===== src/logic/ttc_pkg.sv =====
// constants for the 8/16-bit timer/counter: register map, fields, resets
// assumes a 32-bit apb slave with byte addresses and one word per register
package ttc_pkg;

  // ---------------------------------------------------------------------
  // register map
  // ---------------------------------------------------------------------
  localparam int          ADDR_W          = 8;
  localparam logic [7:0]  OFS_COUNT_LOW   = 8'h00;
  localparam logic [7:0]  OFS_PERIOD_HIGH = 8'h04;
  localparam logic [7:0]  OFS_PRIMARY     = 8'h08;
  localparam logic [7:0]  OFS_CLOCKING    = 8'h0C;
  localparam logic [7:0]  OFS_STATUS      = 8'h10;

  // ---------------------------------------------------------------------
  // field positions
  // ---------------------------------------------------------------------
  localparam int          PRI_ENABLE_BIT  = 7;
  localparam int          PRI_OUT_BIT     = 5;
  localparam int          PRI_WIDE_BIT    = 4;
  localparam int          CLK_SRC_LSB     = 5;
  localparam int          CLK_ASYNC_BIT   = 4;
  localparam int          STAT_FLAG_BIT   = 0;

  // ---------------------------------------------------------------------
  // reset values and timing
  // ---------------------------------------------------------------------
  localparam logic [7:0]  RST_COUNT_LOW   = 8'h00;
  localparam logic [7:0]  RST_PERIOD_HIGH = 8'hFF;
  localparam logic [1:0]  INSTR_DIV_LAST  = 2'h3;   // fosc/4: four clocks per cycle
  localparam logic [2:0]  SRC_INSTR       = 3'h0;
  localparam logic [2:0]  SRC_FOSC        = 3'h1;
  localparam logic [2:0]  SRC_EXT_FIRST   = 3'h2;
  localparam int          EXT_SRC_N       = 6;
  localparam int          PRESCALE_BITS   = 15;

endpackage


===== src/logic/ttc_edge_sync.sv =====
// three-stage synchroniser with rising-edge detect, one lane per input
// assumes inputs are asynchronous to clk
`timescale 1ns/100ps
module ttc_edge_sync #(
  parameter int W = 6
) (
  input  wire logic         clk,
  input  wire logic         rst_n,
  input  wire logic [W-1:0] din,
  output logic      [W-1:0] rise
);
  import ttc_pkg::*;

  typedef struct packed {
    logic [W-1:0] s1;
    logic [W-1:0] s2;
    logic [W-1:0] s3;
    logic [W-1:0] lvl;
  } ttc_sync_t;

  ttc_sync_t q, d;

  // ---------------------------------------------------------------------
  // filter: a change counts only when stages two and three agree
  // ---------------------------------------------------------------------
  always_comb begin
    d = q;
    d.s1 = din;
    d.s2 = q.s1;
    d.s3 = q.s2;
    for (int i = 0; i < W; i++) begin
      if (q.s2[i] == q.s3[i]) begin
        d.lvl[i] = q.s3[i];
      end
    end
  end

  assign rise = q.s2 & q.s3 & ~q.lvl;

  always_ff @(posedge clk or negedge rst_n) begin
    if (!rst_n) begin
      q <= '0;
    end else begin
      q <= d;
    end
  end

  // one rising pin edge is one count: the settled level blocks a repeat
  rise_once_a: assert property (@(posedge clk) disable iff (!rst_n)
    (rise != '0) |=> ((rise & $past(rise)) == '0))
    else $error("one pin edge reported twice");
endmodule


===== src/logic/ttc_prescale.sv =====
// 15-bit power-of-two prescaler, select 0 passes every tick
// assumes tick_in is a single-cycle pulse on clk
`timescale 1ns/100ps
module ttc_prescale #(
  parameter int BITS = 15
) (
  input  wire logic       clk,
  input  wire logic       rst_n,
  input  wire logic       tick_in,
  input  wire logic       clear,
  input  wire logic [3:0] sel,
  output logic            tick_out
);
  import ttc_pkg::*;

  typedef struct packed {
    logic [BITS-1:0] cnt;
  } ttc_pre_t;

  ttc_pre_t        q, d;
  logic [BITS-1:0] mask;

  // mask of the low sel bits; a full mask at a tick ends one divided period
  always_comb begin
    mask = BITS'((17'h00001 << sel) - 17'h00001);
    tick_out = tick_in & ((q.cnt & mask) == mask);
    d = q;
    if (clear) begin
      d.cnt = '0;
    end else if (tick_in) begin
      d.cnt = q.cnt + BITS'(1);
    end
  end

  always_ff @(posedge clk or negedge rst_n) begin
    if (!rst_n) begin
      q <= '0;
    end else begin
      q <= d;
    end
  end

  pre_clear_a: assert property (@(posedge clk) disable iff (!rst_n)
    clear |=> (q.cnt == '0))
    else $error("prescaler not cleared");

  pre_bypass_a: assert property (@(posedge clk) disable iff (!rst_n)
    (sel == 4'h0) |-> (tick_out == tick_in))
    else $error("1:1 prescale does not pass ticks");
endmodule


===== src/logic/ttc_top.sv =====
// 8/16-bit timer/counter with prescaler, postscaler and apb registers
// assumes apb3 master on CLK; EXT_CLK_IN pins are asynchronous to CLK
`timescale 1ns/100ps
module ttc_top (
  input  wire logic                        CLK,
  input  wire logic                        RST_N,
  input  wire logic                        PSEL,
  input  wire logic                        PENABLE,
  input  wire logic                        PWRITE,
  input  wire logic [ttc_pkg::ADDR_W-1:0]  PADDR,
  input  wire logic [31:0]                 PWDATA,
  output logic      [31:0]                 PRDATA,
  output logic                             PREADY,
  output logic                             PSLVERR,
  input  wire logic [ttc_pkg::EXT_SRC_N-1:0] EXT_CLK_IN,
  input  wire logic                        SLEEP,
  output logic                             TIMER_OUT,
  output logic                             MATCH_OUTPUT_PULSE,
  output logic                             MATCH_EVENT_FLAG
);
  import ttc_pkg::*;

  typedef struct packed {
    logic [7:0] count_low_byte;
    logic [7:0] count_high;
    logic [7:0] period_or_high_buffer;
    logic [7:0] period_buf;
    logic       enable;
    logic       wide_mode_select;
    logic [3:0] postscale_select;
    logic [2:0] clock_source_select;
    logic       async_count_select;
    logic [3:0] prescale_select;
    logic [1:0] instr_div;
    logic       pend;
    logic [3:0] post_cnt;
    logic       timer_out;
    logic       pulse;
    logic       match_event_flag;
    logic [7:0] rdata;
    logic [7:0] snap_high;
  } ttc_state_t;

  ttc_state_t           q, d;
  logic [EXT_SRC_N-1:0] ext_rise;
  logic                 setup, access, hit;
  logic                 wr_low, wr_period, wr_pri, wr_clk, wr_stat, rd_low;
  logic                 clr_scalers;
  logic                 instr_tick, src_tick, pre_tick, count_tick;
  logic                 roll_event, post_event;
  logic [7:0]           rd_mux;
  logic [15:0]          wide_next;

  // ---------------------------------------------------------------------
  // pin synchroniser and prescaler
  // ---------------------------------------------------------------------
  ttc_edge_sync #(
    .W (EXT_SRC_N)
  ) u_sync (
    .clk   (CLK),
    .rst_n (RST_N),
    .din   (EXT_CLK_IN),
    .rise  (ext_rise)
  );

  ttc_prescale #(
    .BITS (PRESCALE_BITS)
  ) u_pre (
    .clk      (CLK),
    .rst_n    (RST_N),
    .tick_in  (src_tick & q.enable),
    .clear    (clr_scalers),
    .sel      (q.prescale_select),
    .tick_out (pre_tick)
  );

  // ---------------------------------------------------------------------
  // apb decode; zero wait states, so every access phase completes
  // ---------------------------------------------------------------------
  always_comb begin
    setup  = PSEL & ~PENABLE;
    access = PSEL & PENABLE;
    hit    = (PADDR == OFS_COUNT_LOW) || (PADDR == OFS_PERIOD_HIGH) ||
             (PADDR == OFS_PRIMARY) || (PADDR == OFS_CLOCKING) ||
             (PADDR == OFS_STATUS);
    wr_low    = access & PWRITE & (PADDR == OFS_COUNT_LOW);
    wr_period = access & PWRITE & (PADDR == OFS_PERIOD_HIGH);
    wr_pri    = access & PWRITE & (PADDR == OFS_PRIMARY);
    wr_clk    = access & PWRITE & (PADDR == OFS_CLOCKING);
    wr_stat   = access & PWRITE & (PADDR == OFS_STATUS);
    rd_low    = access & ~PWRITE & (PADDR == OFS_COUNT_LOW);
    clr_scalers = wr_low | wr_pri | wr_clk;
  end

  // read mux; scaler counters have no address at all
  always_comb begin
    unique case (PADDR)
      OFS_COUNT_LOW:   rd_mux = q.count_low_byte;
      OFS_PERIOD_HIGH: rd_mux = q.period_or_high_buffer;
      OFS_PRIMARY:     rd_mux = {q.enable, 1'b0, q.timer_out, q.wide_mode_select,
                                 q.postscale_select};
      OFS_CLOCKING:    rd_mux = {q.clock_source_select, q.async_count_select,
                                 q.prescale_select};
      OFS_STATUS:      rd_mux = {7'h00, q.match_event_flag};
      default:         rd_mux = 8'h00;
    endcase
  end

  // ---------------------------------------------------------------------
  // clock source selection and counting tick
  // ---------------------------------------------------------------------
  always_comb begin
    // the system oscillator stops in sleep, so both internal sources halt
    instr_tick = (q.instr_div == INSTR_DIV_LAST) & ~SLEEP;
    if (q.clock_source_select == SRC_INSTR) begin
      src_tick = instr_tick;
    end else if (q.clock_source_select == SRC_FOSC) begin
      src_tick = ~SLEEP;
    end else begin
      src_tick = ext_rise[q.clock_source_select - SRC_EXT_FIRST];
    end
    // async counts prescaled edges at once; sync waits for an instruction cycle
    if (q.async_count_select) begin
      count_tick = pre_tick;
    end else begin
      count_tick = instr_tick & (q.pend | pre_tick);
    end
  end

  // ---------------------------------------------------------------------
  // next state: registers, counter, postscaler, output
  // ---------------------------------------------------------------------
  always_comb begin
    d = q;
    roll_event = 1'b0;
    post_event = 1'b0;
    wide_next  = {q.count_high, q.count_low_byte} + 16'h0001;
    d.instr_div = q.instr_div + 2'h1;

    // sync mode remembers an edge until the next instruction cycle;
    // a second edge inside one cycle is lost, hence the rate limit
    if (clr_scalers || !q.enable || q.async_count_select || count_tick) begin
      d.pend = 1'b0;
    end else if (pre_tick) begin
      d.pend = 1'b1;
    end

    // register writes and setup-phase read capture
    if (setup) begin
      d.rdata     = rd_mux;
      d.snap_high = q.count_high;
    end
    if (wr_period) begin
      d.period_or_high_buffer = PWDATA[7:0];
    end
    if (rd_low && q.wide_mode_select) begin
      d.period_or_high_buffer = q.snap_high;
    end
    if (wr_pri) begin
      d.enable           = PWDATA[PRI_ENABLE_BIT];
      d.wide_mode_select = PWDATA[PRI_WIDE_BIT];
      d.postscale_select = PWDATA[3:0];
    end
    if (wr_clk) begin
      d.clock_source_select = PWDATA[CLK_SRC_LSB +: 3];
      d.async_count_select  = PWDATA[CLK_ASYNC_BIT];
      d.prescale_select     = PWDATA[3:0];
    end

    // counter: a software write wins over a count in the same cycle
    if (wr_low) begin
      d.count_low_byte = PWDATA[7:0];
      d.period_buf     = q.period_or_high_buffer;
      if (q.wide_mode_select) begin
        d.count_high = q.period_or_high_buffer;
      end
    end else if (count_tick) begin
      if (q.wide_mode_select) begin
        d.count_low_byte = wide_next[7:0];
        d.count_high     = wide_next[15:8];
        roll_event       = &{q.count_high, q.count_low_byte};
      end else if (q.count_low_byte == q.period_buf) begin
        d.count_low_byte = 8'h00;
        d.period_buf     = q.period_or_high_buffer;
        roll_event       = 1'b1;
      end else begin
        d.count_low_byte = q.count_low_byte + 8'h01;
      end
    end

    // postscaler: one event out of every postscale_select + 1
    if (clr_scalers) begin
      d.post_cnt = 4'h0;
    end else if (roll_event) begin
      if (q.post_cnt == q.postscale_select) begin
        d.post_cnt = 4'h0;
        post_event = 1'b1;
      end else begin
        d.post_cnt = q.post_cnt + 4'h1;
      end
    end

    // pulse lasts until the next counting tick, one prescaled period
    if (post_event) begin
      d.pulse     = 1'b1;
      d.timer_out = ~q.timer_out;
    end else if (count_tick || !q.enable) begin
      d.pulse = 1'b0;
    end

    // write one clears the flag; a same-cycle event still sets it
    if (wr_stat && PWDATA[STAT_FLAG_BIT]) begin
      d.match_event_flag = 1'b0;
    end
    if (post_event) begin
      d.match_event_flag = 1'b1;
    end
  end

  // ---------------------------------------------------------------------
  // state register
  // ---------------------------------------------------------------------
  always_ff @(posedge CLK or negedge RST_N) begin
    if (!RST_N) begin
      q                       <= '0;
      q.count_low_byte        <= RST_COUNT_LOW;
      q.period_or_high_buffer <= RST_PERIOD_HIGH;
      q.period_buf            <= RST_PERIOD_HIGH;
    end else begin
      q <= d;
    end
  end

  // ---------------------------------------------------------------------
  // outputs
  // ---------------------------------------------------------------------
  assign PRDATA             = {24'h000000, q.rdata};
  assign PREADY             = 1'b1;
  assign PSLVERR            = access & ~hit;
  assign TIMER_OUT          = q.timer_out;
  assign MATCH_OUTPUT_PULSE = q.pulse;
  assign MATCH_EVENT_FLAG   = q.match_event_flag;

  // ---------------------------------------------------------------------
  // checks
  // ---------------------------------------------------------------------
  low_match_clear_a: assert property (@(posedge CLK) disable iff (!RST_N)
    (count_tick && !wr_low && !q.wide_mode_select &&
     (q.count_low_byte == q.period_buf))
    |=> (q.count_low_byte == 8'h00) && (q.pulse == $past(post_event)))
    else $error("8-bit match did not clear low byte");

  wide_carry_a: assert property (@(posedge CLK) disable iff (!RST_N)
    (count_tick && !wr_low && q.wide_mode_select && (q.count_low_byte == 8'hFF))
    |=> (q.count_high == $past(q.count_high) + 8'h01))
    else $error("16-bit carry lost");

  high_snapshot_a: assert property (@(posedge CLK) disable iff (!RST_N)
    (setup && !PWRITE && (PADDR == OFS_COUNT_LOW) && q.wide_mode_select)
    ##1 (rd_low && q.wide_mode_select)
    |=> (q.period_or_high_buffer == $past(q.count_high, 2)))
    else $error("high byte buffer not coherent with low read");

  high_load_a: assert property (@(posedge CLK) disable iff (!RST_N)
    (wr_low && q.wide_mode_select)
    |=> (q.count_high == $past(q.period_or_high_buffer)) &&
        (q.count_low_byte == $past(PWDATA[7:0])))
    else $error("16-bit write did not load both bytes");

  sleep_halt_a: assert property (@(posedge CLK) disable iff (!RST_N)
    (SLEEP && !q.async_count_select && !wr_low)
    |=> $stable(q.count_low_byte) && $stable(q.count_high))
    else $error("synchronous count moved in sleep");

  async_sleep_a: assert property (@(posedge CLK) disable iff (!RST_N)
    (q.async_count_select && pre_tick && !wr_low && q.wide_mode_select)
    |=> (q.count_low_byte != $past(q.count_low_byte)))
    else $error("asynchronous count missed an edge");

  flag_on_event_a: assert property (@(posedge CLK) disable iff (!RST_N)
    post_event |=> q.match_event_flag ##1 (q.match_event_flag ||
                   $past(wr_stat)))
    else $error("flag not set by postscaled event");

  out_toggle_a: assert property (@(posedge CLK) disable iff (!RST_N)
    roll_event && !clr_scalers && (q.post_cnt != q.postscale_select)
    |=> $stable(q.timer_out) && (q.post_cnt == $past(q.post_cnt) + 4'h1))
    else $error("output toggled before postscale count");

  scaler_clear_a: assert property (@(posedge CLK) disable iff (!RST_N)
    (wr_pri || wr_clk) |=> (q.post_cnt == 4'h0) && !q.pend)
    else $error("control write did not clear postscaler");

  // a postscaled event raises the pulse and flips the output together
  post_toggle_a: assert property (@(posedge CLK) disable iff (!RST_N)
    post_event |=> q.pulse && (q.timer_out != $past(q.timer_out)))
    else $error("postscaled event did not toggle output");

  // the pulse lasts one prescaled period: the next plain tick ends it
  pulse_end_a: assert property (@(posedge CLK) disable iff (!RST_N)
    (q.pulse && count_tick && !post_event) |=> !q.pulse)
    else $error("match pulse outlived its period");

  flag_clear_a: assert property (@(posedge CLK) disable iff (!RST_N)
    (wr_stat && PWDATA[STAT_FLAG_BIT] && !post_event) |=> !q.match_event_flag)
    else $error("flag not cleared by write one");

  // 8-bit mode: low byte written straight, compare target reloaded
  low_write_a: assert property (@(posedge CLK) disable iff (!RST_N)
    (wr_low && !q.wide_mode_select)
    |=> (q.count_low_byte == $past(PWDATA[7:0])) &&
        (q.period_buf == $past(q.period_or_high_buffer)))
    else $error("8-bit low byte write lost");

  period_write_a: assert property (@(posedge CLK) disable iff (!RST_N)
    wr_period |=> (q.period_or_high_buffer == $past(PWDATA[7:0])))
    else $error("period write lost");

  // sync counts sit on instruction ticks, so never closer than four clocks
  sync_spacing_a: assert property (@(posedge CLK) disable iff (!RST_N)
    (count_tick && !q.async_count_select)
    |=> (!count_tick || q.async_count_select) [*3])
    else $error("synchronous counts closer than one instruction cycle");
endmodule

===== config.mk =====
export PLATFORM = sky130hd
export DESIGN_NAME = ttc_top
export DESIGN_NICKNAME = d
export VERILOG_FILES = /design/src/logic/ttc_pkg.sv /design/src/logic/ttc_edge_sync.sv /design/src/logic/ttc_prescale.sv /design/src/logic/ttc_top.sv
export SDC_FILE = /design/constraint.sdc
export NUM_CORES = 1
export LEC_CHECK = 0
export ABC_AREA = 1
export BUFFER_PORTS_ARGS = -buffer_cell sky130_fd_sc_hd__buf_2
export CORE_AREA = 2 2 105 107
export DETAILED_ROUTE_END_ITERATION = 12
export DIE_AREA = 0 0 107 109
export HOLD_SLACK_MARGIN = 0.08
export PLACE_DENSITY = 0.86
export SLEW_MARGIN = 20
export SYNTH_ARGS = -nofsm -noshare
export SYNTH_HDL_FRONTEND = slang
export SYNTH_SLANG_ARGS = --single-unit
export TNS_END_PERCENT = 1

===== constraint.sdc =====
create_clock -name CLK -period 4.05 [get_ports CLK]
set_input_delay 0.6075 -clock CLK [delete_from_list [all_inputs] [get_ports CLK]]
set_output_delay 0.6075 -clock CLK [all_outputs]
set_load 0.02 [all_outputs]

==> run metrics <==
Syn Area/Cell 8.12 sq um; Starting Density 58.1%; initial antenna violation count 0; num rows 38; Max Root-Sink Buffers 2; startpoint types flip-flop; Slew headroom 37.2%; status finished, final reports clean; leakage power 3.21 nW; clock network fraction of total power 35.5%; Port Buffers 39; Hold-fix buffers, CTS 0; number of diodes 0; Post-Place Cell Area 6280 sq um; WP data required 4360 ps; pre-CTS setup slack 1220 ps; share of the synthesized area in the top cell type 38.6%; vias per cell 5.56; GR Util All Layers 25.8%; fill cell total of the finished layout 911; # setup viols final 0; Power, Total 2.10 mW; element type at the critical path end flip-flop; FF-to-FF Start q[29]; Pwr Density 323 nW/um^2; chip width 107 um; Tcrit/Tclk final 68.2%; Ports 89; clock-pin slew on the worst setup and hold paths 100 ps; Inst Count DP 914; Slew @ Worst Pin 942 ps; Tmin final 2760 ps; CTS tree yes; switch share 25.7%; sequential fraction of the synthesis area 45.4%; Hold Startpoint EXT_CLK_IN[2]; drt wl/cell 15.4 um; Critical path origin q[29]; post-synth cell types 44; vias in the first global route 4780; worst min path class in2reg; critical setup path kind reg2reg; clk_skew 26.6 ps; Hold Slack 320 ps; final setup TNS 0 ps; Post-CTS Setup Bufs 0; Syn Inst Count 758; DR pass1 iterations 5; Final Core Density 61.3%; RSZ-0062 raised after global routing false; slowest stage delay, CP 500 ps; worst setup margin 1290 ps; synthesized area 6160 sq um; crit-path cells inv_4, nand2_2, nor2_2, inv_1, ha_1, nor2_1, nor2_1, nand3_1, nor2_1, nand3_1, nor2_1, nand2_1, o21bai_4, nand2_4, nand2_8, nand2_2, nand2_1, nand2_1; clock sink total 111; dpl hpwl 10.5 mm; Placer Congestion 0.959; design area 6500 sq um; Worst-Skew Late Latency 400 ps; Peak VDD IR 0.259 mV; die height 109 um; PostCTS Resize Cnt 0; reg-to-reg setup timing slack 1290 ps; pin count of the biggest net entering global routing 78; Reg-to-Reg End q[43]; GRT overflow 0; number of max-slew violations in the final report 0; synthesis-to-layout area growth 5.57%; TritonCTS buffer count 9; final hold vios 0; Peak Freq 362 MHz; Max-cap violations 0; slowest stage cell, crit path dfrtp_1; Logic pwr share 8.3%; most frequent CP cell nor2_1; largest area contributor in the netlist dfrtp_1; via count 5169; die footprint 11700 sq um; Initial DRC Count 446; share of layout cells above drive strength 1 14.8%; Seq pwr share 56.1%; Synth Warn # 0; first-pass GRT wire length 23.3 mm; Register-to-Register Path Depth 18; critical path fanouts, max 33; NumNets Final 848; Routed Antenna Nets 0; synthesis-stage register bit count 111; arrival time worst endpoint 3070 ps; sw power 539 uW; # H-tree levels 3; clock root buffer clkbuf_8; Post-Route WL 14.3 mm; internal power 1.56 mW; final cell count without fillers 930; Synth area leaders dfrtp_1 39%, nand2_1 9.5%, dfstp_2 6.8%, o21ai_0 5.6%, inv_1 5.3%; DRC errors left 0; core area 10600 sq um; Setup crit end q[43]
routing by layer:
layer | share of wire [%] | track usage [%] | wire, um | up-vias
met5 | 0 | 0 | 0 | -
met4 | 2.0 | 7.42 | 284 | 0
met3 | 8.0 | 5.62 | 1150 | 25
met2 | 47 | 41.9 | 6680 | 238
li1 | - | - | - | 2477
met1 | 43 | 35.2 | 6210 | 2429
critical path, delay by kind of cell (launching register included):
kind | cells | cell delay, ps
buf+inv | 2 | 200
compound gates | 1 | 190
flops | 1 | 500
fa+ha+maj | 1 | 270
simple gates | 14 | 1510
flip-flops by register name, summed over array words and instances (netlist names):
register / flops
u_sync.d: 12
u_pre.q: 15
TIMER_OUT: 1
q: 61
MATCH_EVENT_FLAG: 1
u_sync.q: 12
PRDATA: 8
MATCH_OUTPUT_PULSE: 1
cell type report:
cell class | count | area [sq um] | area share (%)
clock buffers | 11 | 131 | 2.02
clock inverters | 5 | 86.3 | 1.33
inverters | 95 | 368 | 5.66
multi-input cells | 526 | 2720 | 41.9
flip-flops and latches | 111 | 2800 | 43.0
well taps | 140 | 175 | 2.70
repair buffers | 42 | 220 | 3.39
layout by cell type (no fill, tap or decap), types with 4 or more instances in the layout:
| cell | instances |
|---|---|
| nand2_1 | 156 |
| nand3_1 | 61 |
| buf_2 | 38 |
| nand3b_1 | 4 |
| xor2_1 | 16 |
| nand4_1 | 9 |
| nor2_2 | 6 |
| clkbuf_8 | 9 |
| o21ai_2 | 7 |
| nand2_2 | 11 |
| mux2_2 | 4 |
| dfstp_2 | 16 |
| o22ai_1 | 17 |
| nor2_1 | 56 |
| a21oi_1 | 26 |
| a221oi_1 | 5 |
| dfrtp_1 | 95 |
| nor3_1 | 17 |
| o21ai_0 | 69 |
| buf_4 | 4 |
| o21ai_1 | 4 |
| ha_1 | 11 |
| inv_1 | 87 |
| conb_1 | 25 |
Yosys cell counts:
cell type and number:
nand2_1 156, nand2_2 11, clkbuf_1 6, a221oi_1 5, inv_2 3, nor3_2 2
o2111a_1 1, dfstp_2 16, buf_4 35, ha_1 11, inv_1 87, a21boi_0 1
nor4_1 3, nand2_8 1, nand3_2 1, nor3_1 17, a21oi_1 26, o21ai_1 4
nand2_4 3, a211oi_1 2, conb_1 2, nor2_1 56, nand3b_1 4, xor2_1 16
mux2_2 4, nand4_1 9, o21bai_4 1, nor2_4 2, dfrtp_1 95, a31oi_1 1
clkinv_1 1, o21bai_1 1, clkbuf_2 1, buf_6 5, xnor2_1 3, o21ai_0 69
o21ai_2 7, clkinv_4 1, nor2_2 6, o22ai_1 17, clkinv_2 1, nand3_1 61
inv_4 2, buf_2 2
worst min-delay path by stage:
stage | end | slack, ps | cells past startpoint
after floorplan | MATCH_EVENT_FLAG | 310 | 0
after global placement | u_sync.d[7] | 330 | 0
after detailed placement | u_sync.d[11] | 340 | 0
after CTS | u_sync.d[12] | 300 | 1
after global routing | u_sync.d[16] | 290 | 1
final | u_sync.d[14] | 320 | 1
power by group through the flow:
| stage | clock [mW] | sequential (mW) | combinational [mW] |
|---|---|---|---|
| 2_1_floorplan | 0 | 1.19 | 0.135 |
| 3_3_place_gp | 0 | 1.20 | 0.169 |
| 3_5_place_dp | 0 | 1.20 | 0.173 |
| 4_1_cts | 0.754 | 1.18 | 0.174 |
| 5_1_grt | 0.804 | 1.18 | 0.197 |
| 6_report | 0.746 | 1.18 | 0.174 |
cells by family (layout without fill, tap and decap cells):
logic type	Yosys count	in the layout	synth area share, %
multiplexers	4	4	0.732
buffers and inverters	144	153	11.8
adder cells (fa/ha/maj)	11	11	2.24
XOR/XNOR	19	19	2.70
AO/OA/AOI/OAI	135	135	12.6
other	2	25	0.122
flip-flops	111	111	45.4
AND/OR/NAND/NOR	332	332	24.4
Note: power is estimated with default switching activity, not from simulation.
